## config.mk

```make
export PLATFORM = sky130hd
export DESIGN_NAME = osw_ctrl
export DESIGN_NICKNAME = d
export VERILOG_FILES = /design/src/shared/osw_pkg.sv /design/src/rtl/osw_changeover.sv /design/src/rtl/osw_ctrl.sv
export SDC_FILE = /design/constraint.sdc
export NUM_CORES = 1
export LEC_CHECK = 0
export CORE_MARGIN = 2
export CORE_UTILIZATION = 40
export CTS_CLUSTER_SIZE = 25
export DETAILED_ROUTE_END_ITERATION = 8
export DONT_BUFFER_PORTS = 1
export PLACE_DENSITY = 0.59
export SYNTH_ARGS = -nofsm -noshare
export SYNTH_HDL_FRONTEND = slang
export SYNTH_SLANG_ARGS = --single-unit
```

## constraint.sdc

```tcl
create_clock -name ref_clk_i -period 4.9 [get_ports ref_clk_i]
set_input_delay 0.245 -clock ref_clk_i [delete_from_list [all_inputs] [get_ports ref_clk_i]]
set_output_delay 0.245 -clock ref_clk_i [all_outputs]
set_load 0.05 [all_outputs]
```

## src/shared/osw_pkg.sv

```systemverilog
// ==========================================================================
// oscillator switch control: shared constants and types
// ==========================================================================
package osw_pkg;

    // ======================================================================
    // register bus geometry
    // ======================================================================
    localparam int unsigned ADDR_W = 4;
    localparam int unsigned DATA_W = 16;

    // register offsets (word index on the plain register port)
    localparam logic [3:0] CTRL_OFF = 4'h0;   // oscillator_control
    localparam logic [3:0] UNLOCK_OFF = 4'h1; // unlock key port

    // ======================================================================
    // oscillator_control field positions
    // ======================================================================
    localparam int unsigned CUR_SRC_LSB = 12; // current source, read-only
    localparam int unsigned NEW_SRC_LSB = 8;  // new_source_select
    localparam int unsigned LOCK_BIT = 5;     // multiplier lock, read-only
    localparam int unsigned CF_BIT = 3;       // clock_fail_flag
    localparam int unsigned SECONDARY_OSCILLATOR_BIT = 1;     // secondary_osc_enable
    localparam int unsigned SWREQ_BIT = 0;    // switch_request

    // ======================================================================
    // unlock keys, written in order to the unlock port
    // ======================================================================
    localparam logic [15:0] UNLOCK_KEY1 = 16'h00a5;
    localparam logic [15:0] UNLOCK_KEY2 = 16'h005a;

    // ======================================================================
    // clock sources, three-bit selection code
    // ======================================================================
    localparam logic [2:0] SRC_FAST_RC = 3'h0;      // internal_fast_rc
    localparam logic [2:0] SRC_FAST_RC_MUL = 3'h1;  // internal_rc_with_multiplier
    localparam logic [2:0] SRC_PRIMARY = 3'h2;
    localparam logic [2:0] SRC_PRIMARY_MUL = 3'h3;
    localparam logic [2:0] SRC_SECONDARY = 3'h4;    // secondary_oscillator
    localparam logic [2:0] SRC_LOW_POWER_RC = 3'h5;
    localparam logic [2:0] SRC_FAST_RC_DIV16 = 3'h6;
    localparam logic [2:0] SRC_DIVIDED_RC = 3'h7;   // divided_fast_rc

    // reset values of the control fields
    localparam logic [2:0] CUR_SRC_RST = 3'h0;
    localparam logic [2:0] NEW_SRC_RST = 3'h0;
    localparam logic [7:0] SRC_EN_RST = 8'h01;

    // ======================================================================
    // timing at 20 MHz, 50 ns period
    // ======================================================================
    localparam int unsigned CLK_PERIOD_NS = 50;
    localparam int unsigned STARTUP_NS = 100000;  // multiplier start-up time
    localparam int unsigned SETTLE_NS = 100;      // gate settle each side of a change
    localparam logic [11:0] STARTUP_CYC =
        12'((STARTUP_NS + CLK_PERIOD_NS - 1) / CLK_PERIOD_NS);
    localparam logic [3:0] SETTLE_CYC =
        4'((SETTLE_NS + CLK_PERIOD_NS - 1) / CLK_PERIOD_NS);

    // ======================================================================
    // state encodings, one-hot
    // ======================================================================
    typedef enum logic [2:0] {
        UL_LOCKED = 3'b001,
        UL_KEY1 = 3'b010,
        UL_OPEN = 3'b100
    } osw_unlock_t;

    typedef enum logic [3:0] {
        SW_IDLE = 4'b0001,
        SW_WAIT = 4'b0010,
        SW_CHANGE = 4'b0100,
        SW_DONE = 4'b1000
    } osw_switch_t;

    typedef enum logic [2:0] {
        CG_RUN = 3'b001,
        CG_OFF = 3'b010,
        CG_ON = 3'b100
    } osw_chg_st_t;

    // state of the control block
    typedef struct packed {
        logic [2:0] cur_src;
        logic [2:0] new_src;
        logic [2:0] tgt_src;
        logic lock;
        logic cf;
        logic secondary_oscillator_en;
        logic sw_req;
        osw_unlock_t ul;
        osw_switch_t sw;
        logic [11:0] startup_cnt;
        logic [15:0] rdata;
        logic trap;
        logic [7:0] src_en;
        logic mul_en;
        logic chg_start;
    } osw_state_t;

    // state of the changeover sequencer
    typedef struct packed {
        osw_chg_st_t st;
        logic [3:0] cnt;
        logic [2:0] sel;
        logic gate;
        logic done;
    } osw_chg_t;

endpackage : osw_pkg

```

## src/rtl/osw_changeover.sv

```systemverilog
`timescale 1ns/10ps
// ==========================================================================
// glitch-free changeover: gate off, settle, move select, settle, gate on
// ==========================================================================
module osw_changeover (
    input wire logic ref_clk_i,
    input wire logic nrst_i,
    input wire logic start_i,
    input wire logic [2:0] src_i,
    output logic [2:0] sel_o,
    output logic gate_en_o,
    output logic done_o
);

    osw_pkg::osw_chg_t q; // registered state
    osw_pkg::osw_chg_t d; // next state

    // ======================================================================
    // next state
    // ======================================================================
    always_comb begin
        d = q;
        d.done = 1'b0;
        case (q.st)
            // running: clock gate open on the current select
            osw_pkg::CG_RUN: begin
                if (start_i) begin
                    d.gate = 1'b0;
                    d.cnt = 4'h0;
                    d.st = osw_pkg::CG_OFF;
                end
            end
            // gate closed: let the old clock finish its last phase
            osw_pkg::CG_OFF: begin
                if (q.cnt == osw_pkg::SETTLE_CYC) begin
                    d.sel = src_i;
                    d.cnt = 4'h0;
                    d.st = osw_pkg::CG_ON;
                end else begin
                    d.cnt = q.cnt + 4'h1;
                end
            end
            // select moved: only reopen once the mux output is quiet
            osw_pkg::CG_ON: begin
                if (q.cnt == osw_pkg::SETTLE_CYC) begin
                    d.gate = 1'b1;
                    d.done = 1'b1;
                    d.st = osw_pkg::CG_RUN;
                end else begin
                    d.cnt = q.cnt + 4'h1;
                end
            end
            default: begin
                d.st = osw_pkg::CG_RUN;
                d.gate = 1'b1;
            end
        endcase
    end

    // ======================================================================
    // state register
    // ======================================================================
    always_ff @(posedge ref_clk_i or negedge nrst_i) begin
        if (!nrst_i) begin
            q.st <= osw_pkg::CG_RUN;
            q.cnt <= 4'h0;
            q.sel <= osw_pkg::CUR_SRC_RST;
            q.gate <= 1'b1;
            q.done <= 1'b0;
        end else begin
            q <= d;
        end
    end

    assign sel_o = q.sel;
    assign gate_en_o = q.gate;
    assign done_o = q.done;

endmodule : osw_changeover

```

## src/rtl/osw_ctrl.sv

```systemverilog
// Design decisions made here: the register offsets and strobed register access.
`timescale 1ns/10ps
// Notes on behaviour
// - lock flag bit 5, read-only, lock or timer
// - monitor failure sets clock-fail flag bit 3
// - writing zero clears the clock-fail flag
// - writing one acts as a detected failure
// - bit 1 enables the secondary oscillator
// - setting bit 0 starts a source switch
// - bit 0 clears when switch completes
// - control writes accepted only after unlock sequence
// - control register reset only by power-on
// - no secondary: secondary selects divided fast RC
// - bits 4 and 2 read zero
module osw_ctrl (
    input wire logic ref_clk_i,
    input wire logic nrst_i,
    input wire logic soft_rst_i,
    input wire logic [3:0] addr_i,
    input wire logic [15:0] wdata_i,
    input wire logic wr_i,
    input wire logic rd_i,
    output logic [15:0] rdata_o,
    input wire logic has_secondary_i,
    input wire logic fail_safe_clock_monitor_i,
    input wire logic mult_lock_i,
    input wire logic [7:0] src_ready_i,
    output logic [7:0] src_en_o,
    output logic secondary_osc_enable_o,
    output logic mult_enable_o,
    output logic osc_fail_trap_o,
    output logic [2:0] clk_sel_o,
    output logic clk_gate_en_o
);

    // ======================================================================
    // state and wiring
    // ======================================================================
    osw_pkg::osw_state_t q; // registered state
    osw_pkg::osw_state_t d; // next state
    logic chg_done; // changeover finished, one-cycle pulse
    logic ctrl_wr; // accepted write to the control register
    logic unlock_wr; // any write to the unlock port
    logic fail_event; // monitor failure or software-forced failure
    logic [15:0] ctrl_view; // control register as software sees it

    // ======================================================================
    // helpers
    // ======================================================================
    // resolve a requested code to the source actually used
    function automatic logic [2:0] map_src(input logic [2:0] sel, input logic has_sec);
        logic [2:0] r;
        r = sel;
        // parts without the secondary oscillator fall back to divided RC
        if (sel == osw_pkg::SRC_SECONDARY && !has_sec) begin
            r = osw_pkg::SRC_DIVIDED_RC;
        end
        return r;
    endfunction : map_src

    // true for a source that runs through the frequency multiplier
    function automatic logic is_mul(input logic [2:0] sel);
        return (sel == osw_pkg::SRC_FAST_RC_MUL) || (sel == osw_pkg::SRC_PRIMARY_MUL);
    endfunction : is_mul

    // one-hot enable for a source code
    function automatic logic [7:0] src_bit(input logic [2:0] sel);
        logic [7:0] r;
        r = 8'h00;
        r[sel] = 1'b1;
        return r;
    endfunction : src_bit

    // ======================================================================
    // decode and read view
    // ======================================================================
    always_comb begin
        // writes reach the control register only in the open window
        ctrl_wr = wr_i && (addr_i == osw_pkg::CTRL_OFF) && (q.ul == osw_pkg::UL_OPEN);
        unlock_wr = wr_i && (addr_i == osw_pkg::UNLOCK_OFF);
        // a one written to the fail flag counts as a real failure
        fail_event = fail_safe_clock_monitor_i
            || (ctrl_wr && wdata_i[osw_pkg::CF_BIT]);
        // unused bits, bit 4 and bit 2 included, stay zero
        ctrl_view = 16'h0000;
        ctrl_view[osw_pkg::CUR_SRC_LSB +: 3] = q.cur_src;
        ctrl_view[osw_pkg::NEW_SRC_LSB +: 3] = q.new_src;
        ctrl_view[osw_pkg::LOCK_BIT] = q.lock;
        ctrl_view[osw_pkg::CF_BIT] = q.cf;
        ctrl_view[osw_pkg::SECONDARY_OSCILLATOR_BIT] = q.secondary_oscillator_en;
        ctrl_view[osw_pkg::SWREQ_BIT] = q.sw_req;
    end

    // ======================================================================
    // next state
    // ======================================================================
    always_comb begin
        d = q;
        d.trap = 1'b0;
        d.chg_start = 1'b0;
        d.rdata = 16'h0000;

        // ------------------------------------------------------------------
        // unlock sequence: key1 then key2 opens a single control write
        // ------------------------------------------------------------------
        if (wr_i) begin
            case (q.ul)
                osw_pkg::UL_LOCKED: begin
                    if (unlock_wr && wdata_i == osw_pkg::UNLOCK_KEY1) begin
                        d.ul = osw_pkg::UL_KEY1;
                    end
                end
                osw_pkg::UL_KEY1: begin
                    // anything but key2 right after key1 starts over
                    if (unlock_wr && wdata_i == osw_pkg::UNLOCK_KEY2) begin
                        d.ul = osw_pkg::UL_OPEN;
                    end else begin
                        d.ul = osw_pkg::UL_LOCKED;
                    end
                end
                osw_pkg::UL_OPEN: begin
                    // the window closes on the very next write of any kind
                    d.ul = osw_pkg::UL_LOCKED;
                end
                default: begin
                    d.ul = osw_pkg::UL_LOCKED;
                end
            endcase
        end

        // ------------------------------------------------------------------
        // control register writes
        // ------------------------------------------------------------------
        if (ctrl_wr) begin
            d.new_src = wdata_i[osw_pkg::NEW_SRC_LSB +: 3];
            d.secondary_oscillator_en = wdata_i[osw_pkg::SECONDARY_OSCILLATOR_BIT];
            // a zero clears the flag; a failure below still wins
            if (!wdata_i[osw_pkg::CF_BIT]) begin
                d.cf = 1'b0;
            end
            // a zero here cannot abort a switch already under way
            if (wdata_i[osw_pkg::SWREQ_BIT]) begin
                d.sw_req = 1'b1;
            end
            // lock and current source are not taken from the write
            d.lock = q.lock;
        end

        // ------------------------------------------------------------------
        // clock failure: flag and trap, set wins over a same-cycle clear
        // ------------------------------------------------------------------
        if (fail_event) begin
            d.cf = 1'b1;
            d.trap = 1'b1;
        end

        // ------------------------------------------------------------------
        // clock switch sequence
        // ------------------------------------------------------------------
        case (q.sw)
            osw_pkg::SW_IDLE: begin
                d.src_en = src_bit(q.cur_src);
                if (q.sw_req) begin
                    // latch the target so later writes cannot move it
                    d.tgt_src = map_src(q.new_src, has_secondary_i);
                    d.src_en = src_bit(q.cur_src)
                        | src_bit(map_src(q.new_src, has_secondary_i));
                    d.sw = osw_pkg::SW_WAIT;
                end
            end
            osw_pkg::SW_WAIT: begin
                // old source keeps the system running while the new one starts
                if (src_ready_i[q.tgt_src]) begin
                    d.chg_start = 1'b1;
                    d.sw = osw_pkg::SW_CHANGE;
                end
            end
            osw_pkg::SW_CHANGE: begin
                if (chg_done) begin
                    d.cur_src = q.tgt_src;
                    d.sw = osw_pkg::SW_DONE;
                end
            end
            osw_pkg::SW_DONE: begin
                // drop the old source and report completion
                d.src_en = src_bit(q.cur_src);
                d.sw_req = 1'b0;
                d.sw = osw_pkg::SW_IDLE;
            end
            default: begin
                d.sw = osw_pkg::SW_IDLE;
            end
        endcase

        // ------------------------------------------------------------------
        // multiplier enable, start-up timer and lock flag
        // ------------------------------------------------------------------
        d.mul_en = is_mul(q.cur_src)
            || ((q.sw != osw_pkg::SW_IDLE) && is_mul(q.tgt_src));
        if (!q.mul_en) begin
            // disabled multiplier: timer restarts from zero next time
            d.startup_cnt = 12'h000;
        end else if (q.startup_cnt != osw_pkg::STARTUP_CYC) begin
            d.startup_cnt = q.startup_cnt + 12'h001;
        end
        // low while disabled, out of lock and still timing
        d.lock = d.mul_en
            && (mult_lock_i || q.startup_cnt == osw_pkg::STARTUP_CYC);

        // ------------------------------------------------------------------
        // read port: data stand in the cycle after the strobe only
        // ------------------------------------------------------------------
        if (rd_i) begin
            if (addr_i == osw_pkg::CTRL_OFF) begin
                d.rdata = ctrl_view;
            end else if (addr_i == osw_pkg::UNLOCK_OFF) begin
                d.rdata = {15'h0000, q.ul == osw_pkg::UL_OPEN};
            end else begin
                d.rdata = 16'h0000;
            end
        end

        // ------------------------------------------------------------------
        // other reset causes: bus side only, control contents survive
        // ------------------------------------------------------------------
        if (soft_rst_i) begin
            d.ul = osw_pkg::UL_LOCKED;
            d.rdata = 16'h0000;
        end
    end

    // ======================================================================
    // state register, power-on reset only
    // ======================================================================
    always_ff @(posedge ref_clk_i or negedge nrst_i) begin
        if (!nrst_i) begin
            // defaults are loaded here and nowhere else
            q.cur_src <= osw_pkg::CUR_SRC_RST;
            q.new_src <= osw_pkg::NEW_SRC_RST;
            q.tgt_src <= osw_pkg::CUR_SRC_RST;
            q.lock <= 1'b0;
            q.cf <= 1'b0;
            q.secondary_oscillator_en <= 1'b0;
            q.sw_req <= 1'b0;
            q.ul <= osw_pkg::UL_LOCKED;
            q.sw <= osw_pkg::SW_IDLE;
            q.startup_cnt <= 12'h000;
            q.rdata <= 16'h0000;
            q.trap <= 1'b0;
            q.src_en <= osw_pkg::SRC_EN_RST;
            q.mul_en <= 1'b0;
            q.chg_start <= 1'b0;
        end else begin
            q <= d;
        end
    end

    // ======================================================================
    // changeover sequencer, owns the clock select and gate
    // ======================================================================
    osw_changeover u_changeover (
        .ref_clk_i(ref_clk_i),
        .nrst_i(nrst_i),
        .start_i(q.chg_start),
        .src_i(q.tgt_src),
        .sel_o(clk_sel_o),
        .gate_en_o(clk_gate_en_o),
        .done_o(chg_done)
    );

    // ======================================================================
    // outputs, all straight from flip-flops
    // ======================================================================
    assign rdata_o = q.rdata;
    assign src_en_o = q.src_en;
    assign secondary_osc_enable_o = q.secondary_oscillator_en;
    assign mult_enable_o = q.mul_en;
    assign osc_fail_trap_o = q.trap;

endmodule : osw_ctrl

```

==> results.json <==
{
  "worst_slew_pin_slew_ns": 0.801,
  "largest_net_degree_at_the_start_of_global_routing": 66,
  "clock_latency_ns": 0.34,
  "cts_max_level": 3,
  "synth_edf_count": 0,
  "p_leak_nw": 1.53,
  "slowest_stage": "sky130_fd_sc_hd__or3b_1",
  "max_clock_freq_mhz": 528,
  "design.portCount": 67,
  "setup.reg_to_reg.worst_slack_ns": 3.01,
  "final-hold-violation-count": 0,
  "floorplan.die.height_um": 94.6,
  "crit_path_max_incr_delay_ns": 0.43,
  "layout-area-overhead-vs-synth_pct": 5.03,
  "critical_path.reg2reg.endpoint": "u_changeover.q[8]$_DFFE_PN0P_",
  "worstPathCellList": "inv_1, ha_1, or3b_1, a211oi_2, or2_1, o31ai_1",
  "cap_violations": 0,
  "min_period_over_period": 0.387,
  "setup_viol_count_final": 0,
  "floorplan.rows": 33,
  "maximum_fanout_encountered_on_the_critical_timing_path": 6,
  "async_reset_ff_frac": 1.00,
  "tritoncts": "done",
  "post-route-min-period_ns": 1.89,
  "clock_pin_slew_of_the_registers_on_the_worst_case_setup_and_hold_paths_ns": 0.07,
  "final_antenna_net_count": 0,
  "cts.sinks": 65,
  "setup.worst_path.start_class": "flip-flop",
  "first_pass_grt_wire_length_um": 9930,
  "avgSynthCellArea_um2": 10.7,
  "synth-seq-area-share": 0.498,
  "post-synth-top-area-fraction": 0.457,
  "critPathKind": "reg -> reg",
  "buffer_ports.inserted": 0,
  "die-area_mm2": 0.00895,
  "max_slew_margin": 0.464,
  "design.final.nets": 333,
  "hold-path-cell-count": 1,
  "pwr_density_cell_mw_per_mm2": 295,
  "post_synth_instance_area_mm2": 0.00328,
  "grt_use_total": 0.146,
  "yosys_register_bits": 65,
  "synth_top_cell_by_area": "sky130_fd_sc_hd__dfrtp_1",
  "detailedRoute.firstIterationViolations": 90,
  "final.fill_count": 773,
  "timing.clock.skew_ns": 0.00746,
  "synthesis.instances": 306,
  "r2r_cells": 6,
  "number_of_antenna_violations_at_the_first_check_in_global_routing": 0,
  "worst_ep_arrival_time_ns": 2.12,
  "drt_wl_total_um": 6080,
  "ys_types": 53,
  "worst_setup_path_end_kind": "flip-flop",
  "core_region_area_mm2": 0.00809,
  "maxSlewViolCount": 0,
  "synth.yosys.warnings": 0,
  "cts.root.buffer_cell": "sky130_fd_sc_hd__clkbuf_8",
  "hpwlAfterDp_um": 4410,
  "timing.hold.worst_endpoint": "ctrl_view[5]$_DFF_PN0_",
  "gpl.final_weighted_congestion": 0.815,
  "drc": 0,
  "synth.area.top_cells": "sky130_fd_sc_hd__dfrtp_1, sky130_fd_sc_hd__buf_4, sky130_fd_sc_hd__mux2_2",
  "setup_repair_after_global_routing_missed_its_margin": "no",
  "start_util": 0.406,
  "grt_pass1_vias": 2039,
  "peakVddDrop_uv": 113,
  "globalRoute.totalOverflow": 0,
  "antennaDiodeCount": 0,
  "vias": 2107,
  "cts_buffers": 9,
  "worstReg2RegStart": "u_changeover.q[5]$_DFFE_PN0P_",
  "worstHoldPathType": "in -> reg",
  "post-place-cells": 384,
  "final_layout_size_suffix_gt1_frac": 0.131,
  "routed_via_density": 5.23,
  "ys_dominant_reg_cell": "sky130_fd_sc_hd__dfrtp_1",
  "crit_required_ns": 5.13,
  "detailed_routing_iterations_pass_1": 4,
  "routed_wirelength_normalized_by_instance_count_um": 15.1,
  "timing.hold.worst.start": "mult_lock_i",
  "final_cells": 403,
  "final_setup_tns_ns": 0,
  "chipWidth_um": 94.6,
  "cts_max_path_buffers": 2,
  "status": "completed"
}
[layout by cell type (no fill, tap or decap), types with 4 or more instances in the layout]
| cell type | netlist | final |
|---|---|---|
| sky130_fd_sc_hd__a21o_1 | 4 | 4 |
| sky130_fd_sc_hd__a21oi_1 | 6 | 6 |
| sky130_fd_sc_hd__and2_1 | 17 | 17 |
| sky130_fd_sc_hd__clkbuf_8 | 0 | 10 |
| sky130_fd_sc_hd__conb_1 | 1 | 6 |
| sky130_fd_sc_hd__dfrtp_1 | 60 | 60 |
| sky130_fd_sc_hd__dfstp_2 | 5 | 5 |
| sky130_fd_sc_hd__ha_1 | 4 | 4 |
| sky130_fd_sc_hd__inv_1 | 8 | 8 |
| sky130_fd_sc_hd__mux2_2 | 13 | 13 |
| sky130_fd_sc_hd__nand2_1 | 24 | 24 |
| sky130_fd_sc_hd__nand2b_1 | 5 | 5 |
| sky130_fd_sc_hd__nand3_1 | 10 | 10 |
| sky130_fd_sc_hd__nand4_1 | 5 | 5 |
| sky130_fd_sc_hd__nor2_1 | 16 | 16 |
| sky130_fd_sc_hd__nor2b_1 | 7 | 7 |
| sky130_fd_sc_hd__nor3_1 | 6 | 6 |
| sky130_fd_sc_hd__nor3b_1 | 6 | 6 |
| sky130_fd_sc_hd__nor4b_1 | 5 | 5 |
| sky130_fd_sc_hd__o21a_1 | 4 | 4 |
| sky130_fd_sc_hd__o21ai_0 | 8 | 8 |
| sky130_fd_sc_hd__o21ai_1 | 6 | 6 |
| sky130_fd_sc_hd__xor2_1 | 4 | 4 |
[logic make-up after synthesis]
family                   synth area share
buffers and inverters              0.0766
XOR/XNOR                           0.0187
AO/OA/AOI/OAI                       0.101
adder cells (fa/ha/maj)            0.0153
AND/OR/NAND/NOR                     0.218
other                             0.00114
flip-flops                          0.498
multiplexers                       0.0717
[power by group]
group	switching [mW]	internal, mW	total [mW]
combinational	0.0237	0.00914	0.0328
sequential	0.00275	0.538	0.541
clock	0.193	0.248	0.441
[flip-flops by register name (all words and copies together), names as in the netlist]
signal	count
ctrl_view	9
u_changeover.gate_en_o	1
secondary_osc_enable_o	1
osc_fail_trap_o	1
q	23
u_changeover.q	7
mult_enable_o	1
u_changeover.done_o	1
src_en_o	8
u_changeover.sel_o	3
rdata_o	10
[what timing repair did]
action / in CTS / in global routing
buffers inserted: 0 / 0
hold buffers: 3 / 0
resized for setup: 0 / 0
endpoints found under the hold margin: 66 / 0
[area by class of cell]
cell class,count,area [um2],area share
sequential,65,1630,0.474
multi-input combinational,206,1420,0.411
clock buffer,13,149,0.0432
tap,105,131,0.0381
timing repair buffer,3,47.5,0.0138
clock inverter,3,40.0,0.0116
inverter,8,30.0,0.00871
[cells in the mapped netlist, types with 3 or more instances]
library cell and instances:
sky130_fd_sc_hd__nand4_1 5, sky130_fd_sc_hd__nor2b_1 7, sky130_fd_sc_hd__o21a_1 4, sky130_fd_sc_hd__o21ai_1 6
sky130_fd_sc_hd__and2_1 17, sky130_fd_sc_hd__nand3_1 10, sky130_fd_sc_hd__inv_1 8, sky130_fd_sc_hd__mux2_1 3
sky130_fd_sc_hd__a21oi_1 6, sky130_fd_sc_hd__mux2_2 13, sky130_fd_sc_hd__dfrtp_1 60, sky130_fd_sc_hd__nor4b_1 5
sky130_fd_sc_hd__ha_1 4, sky130_fd_sc_hd__or4bb_1 3, sky130_fd_sc_hd__o22ai_1 3, sky130_fd_sc_hd__nor4_1 3
sky130_fd_sc_hd__nor3b_1 6, sky130_fd_sc_hd__nor3_1 6, sky130_fd_sc_hd__nand2b_1 5, sky130_fd_sc_hd__xnor2_1 3
sky130_fd_sc_hd__nor2_1 16, sky130_fd_sc_hd__buf_4 27, sky130_fd_sc_hd__or3_1 3, sky130_fd_sc_hd__xor2_1 4
sky130_fd_sc_hd__clkbuf_1 5, sky130_fd_sc_hd__a21boi_0 3, sky130_fd_sc_hd__nand2_1 24, sky130_fd_sc_hd__o21ai_0 8
sky130_fd_sc_hd__o21bai_1 3, sky130_fd_sc_hd__a21o_1 4, sky130_fd_sc_hd__dfstp_2 5
[worst max-delay path: cells and delay by family, from the launching register on]
kind,cells,cell delay [ns]
AOI/OAI and AO/OA,2,0.48
adders and majority gates,1,0.14
buffers and inverters,1,0.08
DFF,1,0.42
and+or+nand+nor,2,0.65
[worst max path at each step]
stage	to	slack (ns)	startpoint	depth (start not counted)
after floorplan	q[28]$_DFFE_PN0P_	3.17	q[27]$_DFFE_PN0P_	6
after global placement	src_en_o[6]$_DFFE_PN0P_	3.08	q[39]$_DFFE_PN1P_	3
after detailed placement	u_changeover.q[8]$_DFFE_PN0P_	3.01	u_changeover.q[5]$_DFFE_PN0P_	6
after CTS	u_changeover.q[8]$_DFFE_PN0P_	3.01	u_changeover.q[5]$_DFFE_PN0P_	6
after global routing	src_en_o[7]$_DFFE_PN0P_	2.82	q[39]$_DFFE_PN1P_	3
final	u_changeover.q[8]$_DFFE_PN0P_	3.01	u_changeover.q[5]$_DFFE_PN0P_	6
[per-layer routing]
layer,wire (um),up-vias,share of wire,track usage
met3,274,8,0.045,0.0447
met4,106,0,0.017,0.0688
met1,2750,1033,0.45,0.189
li1,-,1026,-,-
met5,0,-,0,0
met2,2940,40,0.48,0.224
[metrics by stage]
stage               cell area, um2  total power, mW  hold WS, ns  worst slack [ns]  utilization
global placement              3210            0.570      -0.0486              3.08        0.397
finish                        3450             1.02       0.0365              3.01        0.426
global route                  3450             1.06       0.0285              2.82        0.426
detailed placement            3210            0.571      -0.0493              3.01        0.397
CTS                           3450             1.03       0.0244              3.01        0.426
floorplan                     3300            0.573      -0.0506              3.17            -
Note: power is estimated with default switching activity, not from simulation.
